$ cat config.mk
export PLATFORM = sky130hd
export DESIGN_NAME = arh_ctrl_status
export DESIGN_NICKNAME = d
export VERILOG_FILES = /design/src/hw/arh_pkg.sv /design/src/hw/arh_fifo_mem.sv /design/src/hw/arh_ctrl_status.sv
export SDC_FILE = /design/constraint.sdc
export NUM_CORES = 2
export LEC_CHECK = 0
export BUFFER_PORTS_ARGS = -buffer_cell sky130_fd_sc_hd__buf_2
export CAP_MARGIN = 20
export CORE_MARGIN = 5
export CORE_UTILIZATION = 35
export CTS_CLUSTER_DIAMETER = 150
export DETAILED_ROUTE_END_ITERATION = 7
export GPL_ROUTABILITY_DRIVEN = 0
export GPL_TIMING_DRIVEN = 0
export SLEW_MARGIN = 25
export SYNTH_ARGS = -nofsm -noshare
export SYNTH_HDL_FRONTEND = slang
export SYNTH_HIERARCHICAL = 1
export SYNTH_SLANG_ARGS = --single-unit
$ cat constraint.sdc
create_clock -name clk -period 4.2 [get_ports clk]
set_clock_uncertainty 0.2 [all_clocks]
set_input_delay 0.84 -clock clk [delete_from_list [all_inputs] [get_ports clk]]
set_output_delay 0.84 -clock clk [all_outputs]
set_load 0.05 [all_outputs]
$ cat src/hw/arh_pkg.sv
package arh_pkg;

    localparam int unsigned W_BUS = 16;
    localparam int unsigned W_WORD = 32;
    localparam int unsigned FIFO_AW = 5;
    localparam int unsigned LBL_N = 16;

    // Configuration word bit positions
    localparam int unsigned CFG_RX1_RATE = 0;
    localparam int unsigned CFG_LBL_MODE = 1;
    localparam int unsigned CFG_RX1_FILT = 2;
    localparam int unsigned CFG_RX2_FILT = 3;
    localparam int unsigned CFG_PAR_EN = 4;
    localparam int unsigned CFG_LOOP_N = 5;
    localparam int unsigned CFG_RX1_DEC = 6;
    localparam int unsigned CFG_RX1_M9 = 7;
    localparam int unsigned CFG_RX2_DEC = 9;
    localparam int unsigned CFG_RX2_M9 = 10;
    localparam int unsigned CFG_PAR_INV = 12;
    localparam int unsigned CFG_TX_RATE = 13;
    localparam int unsigned CFG_RX2_RATE = 14;
    localparam int unsigned CFG_ORDER = 15;
    localparam logic [15:0] CFG_RESET = 16'h0000;

    // Flag word bit positions
    localparam int unsigned SR_RX1_HAS = 0;
    localparam int unsigned SR_RX2_HAS = 3;
    localparam int unsigned SR_TX_EMPTY = 6;
    localparam int unsigned SR_TX_FULL = 7;
    localparam int unsigned SR_TX_HALF = 8;

    localparam logic [5:0] FIFO_DEPTH = 6'h20;
    localparam logic [5:0] FIFO_HALF = 6'h10;
    localparam logic [4:0] LBL_DONE = 5'h10;
    localparam logic [6:0] DIV_FAST = 7'h0A;
    localparam logic [6:0] DIV_SLOW = 7'h50;
    localparam logic [4:0] PREV_IDLE = 5'h1F;

    // Strobe history positions
    localparam int unsigned PV_CWS = 0;
    localparam int unsigned PV_EN1 = 1;
    localparam int unsigned PV_EN2 = 2;
    localparam int unsigned PV_PL1 = 3;
    localparam int unsigned PV_PL2 = 4;

    typedef struct packed {
        logic valid;
        logic [31:0] data;
    } arh_rx_word_s;

    typedef struct packed {
        logic [15:0] cfg;
        logic [1:0][15:0][7:0] lbl;
        logic [1:0][4:0] lwcnt;
        logic [1:0][3:0] lridx;
        logic [2:0][4:0] wp;
        logic [2:0][4:0] rp;
        logic [2:0][5:0] cnt;
        logic [15:0] hold;
        logic [4:0] prev;
        logic [15:0] rd_data;
        logic tx_ready;
        logic [2:0][6:0] div;
        logic [2:0] tick;
    } arh_state_s;

    // Word (bit n of the serial word at index n-1) to {second half, first half}
    function automatic logic [31:0] arh_to_bus(input logic [31:0] w, input logic unscr);
        logic [15:0] h1;
        h1 = '0;
        if (unscr) begin
            return w;
        end
        for (int i = 0; i < 8; i++) begin
            h1[7 - i] = w[i];
        end
        h1[15:11] = {w[12], w[11], w[10], w[9], w[8]};
        h1[10:8] = {w[30], w[29], w[31]};
        return {w[28:13], h1};
    endfunction

    function automatic logic [31:0] arh_from_bus(input logic [31:0] b, input logic unscr);
        logic [31:0] w;
        w = b;
        if (!unscr) begin
            for (int i = 0; i < 8; i++) begin
                w[i] = b[7 - i];
            end
            w[12:8] = b[15:11];
            w[30] = b[10];
            w[29] = b[9];
            w[31] = b[8];
            w[28:13] = b[31:16];
        end
        return w;
    endfunction

endpackage

$ cat src/hw/arh_fifo_mem.sv
module arh_fifo_mem
    import arh_pkg::*;
#(
    parameter int unsigned W = 32,
    parameter int unsigned AW = 5
) (
    input wire logic clk,
    input wire logic resetn,
    input wire logic wr_en,
    input wire logic [AW-1:0] wr_addr,
    input wire logic [W-1:0] wr_data,
    input wire logic [AW-1:0] rd_addr,
    output logic [W-1:0] rd_data
);

    logic [W-1:0] mem [0:(1 << AW) - 1];

    always_ff @(posedge clk) begin
        if (wr_en) begin
            mem[wr_addr] <= wr_data;
        end
    end

    always_ff @(posedge clk or negedge resetn) begin
        if (!resetn) begin
            rd_data <= '0;
        end else begin
            rd_data <= mem[rd_addr];
        end
    end

endmodule

$ cat src/hw/arh_ctrl_status.sv
// What this block does
// - Config write strobe low loads all sixteen bus lines into configuration word.
// - Register read strobe low with select high puts configuration word on bus.
// - Register read strobe low with select low puts nine flags, upper lines zero.
// - Each receiver rate bit selects clock divided by 10 or 80.
// - Transmit rate bit selects divide 10 fast slope or divide 80 slow slope.
// - Transmit bit clock output is clock divided by 10 or 80.
// - Label mode: load strobes write, read enables read sixteen labels per receiver.
// - Per-receiver bit enables label filtering of received words.
// - Parity enable puts parity in bit 32, else host data stays.
// - Parity invert bit clear gives odd parity, set gives even.
// - Self-test bit zero loops transmitter line outputs into receiver inputs.
// - Receiver 1 decoder accepts only words whose bits 9,10 match its bits.
// - Receiver 2 decoder accepts only words whose bits 9,10 match its bits.
// - Data-format bit picks scrambled or straight bus ordering, reads and writes.
// - Has-data flag set while receive FIFO non-empty; ready pin is inverse.
// - Receive half-full flag at sixteen or more words; pin is inverse.
// - Receive full flag and inverse pin; host must drain within one word.
// - Transmit FIFO reports empty, full, half-full; full and half-full on pins.
// - Transmit ready drops on load, rises when sent and FIFO empty.
// - Select low first half, high second; enable 2 only while enable 1 high.
// - Three 32-word by 32-bit FIFOs: two receive, one transmit.
// - Label mode entry: next sixteen loads fill labels; reception pauses meanwhile.
// - Full receive FIFO: next accepted word overwrites last location.
module arh_ctrl_status
    import arh_pkg::*;
(
    input wire logic clk,
    input wire logic resetn,
    input wire logic [15:0] host_bus_in,
    output logic [15:0] host_bus_out,
    output logic host_bus_oe,
    input wire logic config_write_strobe_n,
    input wire logic register_read_strobe_n,
    input wire logic half_sel,
    input wire logic rx1_read_enable_n,
    input wire logic rx2_read_enable_n,
    input wire logic tx_first_half_latch_n,
    input wire logic tx_second_half_latch_n,
    input wire logic tx_go,
    input wire arh_rx_word_s rx1_word,
    input wire arh_rx_word_s rx2_word,
    input wire logic [1:0] rx1_line_in,
    input wire logic [1:0] rx2_line_in,
    input wire logic [1:0] tx_ser_line,
    input wire logic tx_word_take,
    input wire logic tx_busy,
    output logic [1:0] rx1_line_to_logic,
    output logic [1:0] rx2_line_to_logic,
    output logic [1:0] tx_line_out,
    output logic [31:0] tx_word_data,
    output logic tx_word_avail,
    output logic [1:0] rx_bit_tick,
    output logic tx_bit_clk,
    output logic tx_slope_slow,
    output logic [8:0] fifo_flag_word,
    output logic rx1_ready_n,
    output logic rx1_half_full_n,
    output logic rx1_full_n,
    output logic rx2_ready_n,
    output logic rx2_half_full_n,
    output logic rx2_full_n,
    output logic tx_half_full_n,
    output logic tx_full_n,
    output logic tx_ready
);

    arh_state_s q;
    arh_state_s s;
    logic [2:0] mem_we;
    logic [2:0][4:0] mem_wa;
    logic [2:0][31:0] mem_wd;
    logic [2:0][31:0] mem_rd;
    logic [2:0][4:0] mem_ra;

    genvar g;
    generate
        for (g = 0; g < 3; g++) begin : g_fifo
            arh_fifo_mem #(.W(W_WORD), .AW(FIFO_AW)) u_mem (
                .clk(clk),
                .resetn(resetn),
                .wr_en(mem_we[g]),
                .wr_addr(mem_wa[g]),
                .wr_data(mem_wd[g]),
                .rd_addr(mem_ra[g]),
                .rd_data(mem_rd[g])
            );
        end
    endgenerate

    logic [2:0] full;
    logic [2:0] half;
    logic [2:0] has;
    always_comb begin
        for (int i = 0; i < 3; i++) begin
            full[i] = (q.cnt[i] == FIFO_DEPTH);
            half[i] = (q.cnt[i] >= FIFO_HALF);
            has[i] = (q.cnt[i] != 6'h00);
        end
    end

    // Flag word and pins
    assign fifo_flag_word = {half[2], full[2], ~has[2], full[1], half[1], has[1],
                             full[0], half[0], has[0]};
    assign rx1_ready_n = ~has[0];
    assign rx2_ready_n = ~has[1];
    assign rx1_half_full_n = ~half[0];
    assign rx2_half_full_n = ~half[1];
    assign rx1_full_n = ~full[0];
    assign rx2_full_n = ~full[1];
    assign tx_half_full_n = ~half[2];
    assign tx_full_n = ~full[2];
    assign tx_ready = q.tx_ready;

    // Self-test loop routes the serializer outputs back into both receivers
    assign rx1_line_to_logic = q.cfg[CFG_LOOP_N] ? rx1_line_in : tx_ser_line;
    assign rx2_line_to_logic = q.cfg[CFG_LOOP_N] ? rx2_line_in : tx_ser_line;
    assign tx_line_out = tx_ser_line;

    assign tx_word_data = mem_rd[2];
    assign tx_word_avail = tx_go & has[2];
    assign rx_bit_tick = q.tick[1:0];
    assign tx_bit_clk = q.tick[2];
    assign tx_slope_slow = q.cfg[CFG_TX_RATE];

    assign host_bus_out = q.rd_data;
    assign host_bus_oe = ~register_read_strobe_n | ~rx1_read_enable_n |
                         ~rx2_read_enable_n;

    logic [4:0] now;
    assign now = {tx_second_half_latch_n, tx_first_half_latch_n, rx2_read_enable_n,
                  rx1_read_enable_n, config_write_strobe_n};

    always_comb begin
        logic [4:0] fall;
        logic [4:0] rise;
        logic lmode;
        logic loading;
        logic [1:0] ack;
        logic [1:0] rd_end;
        logic [2:0] push;
        logic [2:0] pop;
        logic [2:0] rsel;
        logic [6:0] lim;
        logic [31:0] w;
        logic [31:0] b;
        logic [1:0] filt;
        logic [1:0] dec;
        logic [1:0][1:0] match;
        logic hit;
        arh_rx_word_s rxw [2];
        s = q;
        fall = q.prev & ~now;
        rise = ~q.prev & now;
        lmode = q.cfg[CFG_LBL_MODE];
        loading = lmode && ((q.lwcnt[0] != LBL_DONE) || (q.lwcnt[1] != LBL_DONE));
        rd_end[0] = rise[PV_EN1];
        rd_end[1] = rise[PV_EN2] & rx1_read_enable_n;
        lim = DIV_FAST;
        ack = '0;
        push = '0;
        pop = '0;
        w = '0;
        b = '0;
        hit = 1'b0;
        mem_we = '0;
        mem_wa = '0;
        mem_wd = '0;
        rxw[0] = rx1_word;
        rxw[1] = rx2_word;
        filt = {q.cfg[CFG_RX2_FILT], q.cfg[CFG_RX1_FILT]};
        dec = {q.cfg[CFG_RX2_DEC], q.cfg[CFG_RX1_DEC]};
        match[0] = q.cfg[CFG_RX1_M9 +: 2];
        match[1] = q.cfg[CFG_RX2_M9 +: 2];
        rsel = {q.cfg[CFG_TX_RATE], q.cfg[CFG_RX2_RATE], q.cfg[CFG_RX1_RATE]};
        s.prev = now;

        // Configuration write; rising label-mode bit restarts label loading
        if (fall[PV_CWS]) begin
            s.cfg = host_bus_in;
            if (!q.cfg[CFG_LBL_MODE] && host_bus_in[CFG_LBL_MODE]) begin
                s.lwcnt = '0;
                s.lridx = '0;
            end
        end

        // Read data path, register strobe first, then receiver 1, then 2
        ack[0] = ~rx1_read_enable_n;
        ack[1] = ~rx2_read_enable_n & rx1_read_enable_n;
        if (!register_read_strobe_n) begin
            s.rd_data = half_sel ? q.cfg : {7'h00, fifo_flag_word};
        end else if (ack[0] || ack[1]) begin
            for (int c = 0; c < 2; c++) begin
                if (ack[c]) begin
                    b = arh_to_bus(mem_rd[c], q.cfg[CFG_ORDER]);
                    if (lmode) begin
                        s.rd_data = {8'h00, q.lbl[c][q.lridx[c]]};
                    end else begin
                        s.rd_data = half_sel ? b[31:16] : b[15:0];
                    end
                end
            end
        end else begin
            s.rd_data = '0;
        end

        // End of a read strobe: advance label index or pop after second half
        for (int c = 0; c < 2; c++) begin
            if (rd_end[c]) begin
                if (lmode) begin
                    s.lridx[c] = q.lridx[c] + 4'h1;
                end else if (half_sel && has[c]) begin
                    pop[c] = 1'b1;
                end
            end
        end

        // Receive path: filter, decode, store or overwrite the last word
        for (int c = 0; c < 2; c++) begin
            hit = 1'b0;
            for (int j = 0; j < LBL_N; j++) begin
                if (q.lbl[c][j] == rxw[c].data[7:0]) begin
                    hit = 1'b1;
                end
            end
            if (rxw[c].valid && !loading && (!filt[c] || hit) &&
                (!dec[c] || (rxw[c].data[9:8] == match[c]))) begin
                mem_we[c] = 1'b1;
                mem_wd[c] = rxw[c].data;
                if (full[c] && !pop[c]) begin
                    mem_wa[c] = q.wp[c] - 5'h01;
                end else begin
                    mem_wa[c] = q.wp[c];
                    push[c] = 1'b1;
                end
            end
        end

        // Load strobes: labels in label mode, else the two transmit halves
        if (fall[PV_PL1]) begin
            if (lmode) begin
                if (q.lwcnt[0] != LBL_DONE) begin
                    s.lbl[0][q.lwcnt[0][3:0]] = host_bus_in[7:0];
                    s.lwcnt[0] = q.lwcnt[0] + 5'h01;
                end
            end else begin
                s.hold = host_bus_in;
            end
        end
        if (fall[PV_PL2]) begin
            if (lmode) begin
                if (q.lwcnt[1] != LBL_DONE) begin
                    s.lbl[1][q.lwcnt[1][3:0]] = host_bus_in[7:0];
                    s.lwcnt[1] = q.lwcnt[1] + 5'h01;
                end
            end else if (!full[2]) begin
                w = arh_from_bus({host_bus_in, q.hold}, q.cfg[CFG_ORDER]);
                if (q.cfg[CFG_PAR_EN]) begin
                    w[31] = q.cfg[CFG_PAR_INV] ? ^w[30:0] : ~^w[30:0];
                end
                mem_we[2] = 1'b1;
                mem_wa[2] = q.wp[2];
                mem_wd[2] = w;
                push[2] = 1'b1;
            end
        end
        pop[2] = tx_word_take & has[2];

        // Transmit ready: a load wins over the empty-and-idle release
        if (push[2]) begin
            s.tx_ready = 1'b0;
        end else if (!has[2] && !tx_busy) begin
            s.tx_ready = 1'b1;
        end

        // Pointer and count update; read address runs one cycle ahead
        for (int i = 0; i < 3; i++) begin
            if (push[i]) begin
                s.wp[i] = q.wp[i] + 5'h01;
            end
            if (pop[i]) begin
                s.rp[i] = q.rp[i] + 5'h01;
            end
            case ({push[i], pop[i]})
                2'b10: s.cnt[i] = q.cnt[i] + 6'h01;
                2'b01: s.cnt[i] = q.cnt[i] - 6'h01;
                default: s.cnt[i] = q.cnt[i];
            endcase
            mem_ra[i] = s.rp[i];
        end

        // Rate dividers: receiver ticks pulse, transmit clock is a level
        for (int i = 0; i < 3; i++) begin
            lim = rsel[i] ? DIV_SLOW : DIV_FAST;
            if (q.div[i] >= lim - 7'h01) begin
                s.div[i] = '0;
            end else begin
                s.div[i] = q.div[i] + 7'h01;
            end
            if (i == 2) begin
                s.tick[i] = (s.div[i] < (lim >> 1));
            end else begin
                s.tick[i] = (s.div[i] == '0);
            end
        end
    end

    always_ff @(posedge clk or negedge resetn) begin
        if (!resetn) begin
            q <= '0;
            q.cfg <= CFG_RESET;
            q.prev <= PREV_IDLE;
            q.tx_ready <= 1'b1;
        end else begin
            q <= s;
        end
    end

endmodule

==> impl_results.md <==
- Result of the run: complete, but fails checks
- Violated checks: setup timing
- Std cell rows: between 200 and 250
- Max-slew violation count: 0
- Area of the multi-input gates: between 40000 and 50000 µm²
- Cell count after synthesis: slightly below 9k
- Total number of nets in the final design: a little under 10k
- Via count of the first global-routing pass: between 80k and 90k
- Relative slew margins: 25.9%
- Final setup viols: 10
- Type of the worst setup path: register to register
- Total count of hold-check failures in the final report: 0
- Internal power of the cells: 72200 µW
- Register area share after synthesis: a little under three quarters
- Transition time of the tightest slew-check pin: ~1.1 ns
- Finished layout cell area: ~170000 µm²
- Overall routed net length: a little over 400 mm
- Most frequently used flop master after synthesis: sky130_fd_sc_hd__edfxtp_1
- Hold/Removal Path Class: input port to register
- TritonRoute pass-1 iters: 5
- Distinct cell type count of the synthesized netlist: approximately 70
- Y dimension of the die: between 600 and 700 µm
- Combinational cell fraction of total power: between 30% and 40%
- Fill count: ~37k
- Clock latency of the later-clocked register in the worst-skew pair: 0.95 ns
- Async set or reset register ratio after synthesis: roughly 14%
- Worst Setup Slack post-DPL: -2.28 ns
- CTS Root Buffer Type: sky130_fd_sc_hd__clkbuf_16
- Capture instance of the worst register-to-register path: g_fifo[0].u_mem/mem[22][16]
- Clock tree from TritonCTS: built
- Critical path capture point type: register
- Number of top-level pins: 178
- Placed instance area: around 160000 µm²
- Number of stages on the worst hold path: 2
- PnR worst setup slack: -0.0207 ns
- Aggregate global routing overflow: 0
- Number of I/O port buffers: 156
- Overall via count from detail_route: a little over 80k
- Peak ir drop on the vdd network: ~450 µV
- Cell area after synthesis: roughly 150000 µm²
- First-iteration detailed-routing DRC count: 7672
- Part of the cycle the worst path needs: 100%
- Start point of the critical path: q[62]
- Initial Utilization: a little over a third
- Setup slack of the most critical reg-to-reg path: -0.02 ns
- Power density over the cells: between 600 and 700 nW/µm²
- Synth-to-layout area growth: 19.0%
- Number of max-capacitance violations reported: 0
- Sequential share of power: 37.5%
- Worst path required time: 4.67 ns
- Chip Width: 657 µm
- Per-cell routed wire length: 26.5 µm
- Total Routing Usage GR: between 10% and 20%
- Number of sinks driven by the clock tree: between 3k and 4k
- Global-route wire length before repair: about 600 mm
- Critical path endpoint: g_fifo[0].u_mem/mem[22][16]
- Mean post-synth cell area: ~17 µm²
- Sequential cell area in the final layout: approximately 100000 µm²
- CTS Buffer Depth: 4
- Number of flops mapped to enable cells by yosys: approximately 3k
- Cts bufs inserted: ~370
- Initial antenna violation count: 49
- Total number of H-tree levels: 5
- Static leakage: 0.0636 µW
- Total core area: about 420000 µm²
- Mapped Nets: about 9.0k
- Setup repair after global routing missed its margin: true
- Via count normalized by instance count: between 5 and 6
- Worst EP arrival: roughly 4.7 ns
- Switching share of power: a little over a third
- Remaining antenna violation count: 0
- Number of flip-flops and latches in the synthesized netlist: approximately 3.6k
- DRC violations left: 0
- P_sw: 38800 µW
- Final Critical Period: approximately 4.2 ns
- Count of synthesis-stage warnings from yosys: 6
- Post-detailed-placement half-perimeter wirelength: 283 mm
- Reg2reg start: q[62]
- F_max: between 200 and 250 MHz
- Clock slew seen by the registers of the worst setup and hold paths: about 0.060 ns
- Full die area: 431000 µm²
- Power share of the clock group: ~29%
- Register-to-Register Path Depth: 12
- Largest fanout of any net on the critical path: 12
- Largest net degree at the start of global routing: 94
- Layout cell share with drive strength beyond 1: 22.6%
- Kind of launch point of the worst setup path: register
-- flip-flops by register name, summed over array words and instances, names as in the netlist --
register / count
g_fifo.u_mem/mem: 3072
q: 379
tx_slope_slow: 1
g_fifo.u_mem/rd_data: 96
host_bus_out: 16
tx_bit_clk: 1
tx_ready: 1
rx_bit_tick: 2
-- worst max-delay path, stage by stage (launching register included) --
cell and delay (ns):
sky130_fd_sc_hd__dfrtp_1 0.42, sky130_fd_sc_hd__nor4_4 0.48, sky130_fd_sc_hd__nand3b_1 0.13, sky130_fd_sc_hd__buf_4 0.20, sky130_fd_sc_hd__clkinvlp_4 0.13, sky130_fd_sc_hd__nand2_2 0.15, sky130_fd_sc_hd__nor4b_4 0.30, sky130_fd_sc_hd__xnor2_1 0.15
sky130_fd_sc_hd__nor3_4 0.43, sky130_fd_sc_hd__nand3b_1 0.41, sky130_fd_sc_hd__nor2_4 0.52, sky130_fd_sc_hd__buf_16 0.22, sky130_fd_sc_hd__buf_16 0.16
-- power groups by stage --
stage | sequential, µW | combinational [µW] | clock (µW)
final | 41600 | 37100 | 32200
after global routing | 41800 | 38900 | 34300
after CTS | 41600 | 36600 | 32900
after detailed placement | 42300 | 36100 | 0
after global placement | 42300 | 35500 | 0
after floorplan | 42400 | 22500 | 0
-- how the worst min path moves through the flow --
stage | startpoint | end | slack, ns
final | host_bus_in[13] | q[59] | 0.09
after global routing | host_bus_in[13] | q[59] | 0.05
after CTS | host_bus_in[13] | q[59] | 0.003
after detailed placement | q[107] | q[107] | 0.26
after global placement | q[107] | q[107] | 0.26
after floorplan | q[107] | q[107] | 0.24
-- per-stage QoR --
stage                     std cells   TNS, ns  total power (µW)  utilization (%)  hold WS [ns]
after floorplan                8838   -480.28             64800                -         0.237
after global placement        14491         -             77800             37.1         0.256
after detailed placement      14635  -5703.56             78300             38.0         0.262
after CTS                     15505    -32.05            111000             41.5       0.00276
after global routing          15619     -2.02            115000             41.8        0.0469
final                         15641    -0.126            111000             41.8        0.0925
-- per-layer routing --
layer	global-route usage [%]	vias to the layer above	routed length (µm)
met4	7.56	8	18500
li1	-	36250	-
met2	31.4	2949	204000
met5	0	-	50
met1	24.2	43025	169000
met3	2.12	699	23700
-- area by class of cell --
| type | instances | share of cell area, % |
|---|---|---|
| Antenna cell | 43 | 0.0618 |
| Buffer | 539 | 1.95 |
| Clock buffer | 498 | 5.87 |
| Clock inverter | 184 | 0.980 |
| Inverter | 36 | 0.0826 |
| Multi-Input combinational cell | 4693 | 23.2 |
| Sequential cell | 3568 | 60.1 |
| Tap cell | 5497 | 3.95 |
| Timing Repair Buffer | 583 | 3.88 |
-- kinds of logic (layout without fill, tap and decap cells) --
logic type | count (synthesis) | after routing | share of synthesized area, %
flops | 3568 | 3568 | 71.5
mux | 1996 | 1996 | 14.8
simple gates | 1300 | 1301 | 4.26
compound gates | 984 | 984 | 4.56
buf+inv | 578 | 1840 | 2.28
xor+xnor | 363 | 363 | 2.17
fa+ha+maj | 49 | 49 | 0.434
other cells | 0 | 43 | 0
-- cells in the final DEF (no fill, tap or decap), types with 20 or more instances in the layout --
cell type,count
sky130_fd_sc_hd__diode_2,43
sky130_fd_sc_hd__ha_1,45
sky130_fd_sc_hd__buf_6,66
sky130_fd_sc_hd__mux4_2,106
sky130_fd_sc_hd__a21oi_1,325
sky130_fd_sc_hd__clkbuf_2,94
sky130_fd_sc_hd__o21ai_0,32
sky130_fd_sc_hd__and2_2,62
sky130_fd_sc_hd__clkbuf_8,26
sky130_fd_sc_hd__a31oi_2,63
sky130_fd_sc_hd__a22oi_1,288
sky130_fd_sc_hd__nand3_2,20
sky130_fd_sc_hd__xnor2_1,250
sky130_fd_sc_hd__mux2i_1,1589
sky130_fd_sc_hd__nand3b_1,20
sky130_fd_sc_hd__dfrtp_1,490
sky130_fd_sc_hd__buf_2,249
sky130_fd_sc_hd__nand2_1,356
sky130_fd_sc_hd__buf_16,68
sky130_fd_sc_hd__nand4_1,63
sky130_fd_sc_hd__clkbuf_16,381
sky130_fd_sc_hd__buf_4,373
sky130_fd_sc_hd__xor2_1,106
sky130_fd_sc_hd__a31oi_1,32
sky130_fd_sc_hd__nor4_1,23
sky130_fd_sc_hd__clkbuf_4,22
sky130_fd_sc_hd__nor3_1,101
sky130_fd_sc_hd__clkinv_1,66
sky130_fd_sc_hd__inv_1,33
sky130_fd_sc_hd__nor2b_1,28
sky130_fd_sc_hd__edfxtp_1,3072
sky130_fd_sc_hd__a22o_1,192
sky130_fd_sc_hd__bufinv_16,23
sky130_fd_sc_hd__nor2_1,77
sky130_fd_sc_hd__nand3_1,317
sky130_fd_sc_hd__mux2_2,293
sky130_fd_sc_hd__clkinv_2,58
sky130_fd_sc_hd__clkbuf_1,204
sky130_fd_sc_hd__nor2_4,128
sky130_fd_sc_hd__buf_12,108
-- synthesized netlist by cell type (all sizes together) (3+ instances only) --
library cell	count	share of area, %
a31oi	96	0.41
buf	327	1.6
mux2i	1590	11
nand3	339	1.2
fa	3	0.041
a2111oi	6	0.050
dfrtp	490	8.4
nor4	28	0.12
or2	5	0.021
or3	5	0.021
o211ai	3	0.025
edfxtp	3072	63
a211oi	5	0.026
o21ai	38	0.13
o31ai	6	0.031
nand3b	20	0.10
nor2b	30	0.13
o2111ai	3	0.022
a21o	11	0.056
or4	3	0.015
dfstp	6	0.11
nand2b	19	0.081
xnor2	257	1.5
ha	46	0.39
xor2	106	0.63
a22o	192	1.1
inv	34	0.087
and3	9	0.038
nand2	360	0.92
nor2	211	0.55
or3b	10	0.060
a22oi	288	1.5
mux4	106	1.6
nor3	112	0.38
clkbuf	215	0.57
mux2	300	2.3
and2	77	0.33
nand4	63	0.27
a21oi	327	1.1
-- timing repair --
item / 4_1_cts / 5_1_grt
buffers inserted: 182 / 93
pin swaps: 75 / 28
hold endpoints to repair: 103 / 0
hold buffers: 8 / 0
setup endpoints to repair: 5210 / 1260
gates resized for setup: 145 / 175
cloned: 1 / 0
(Power assumes the default switching activity.)
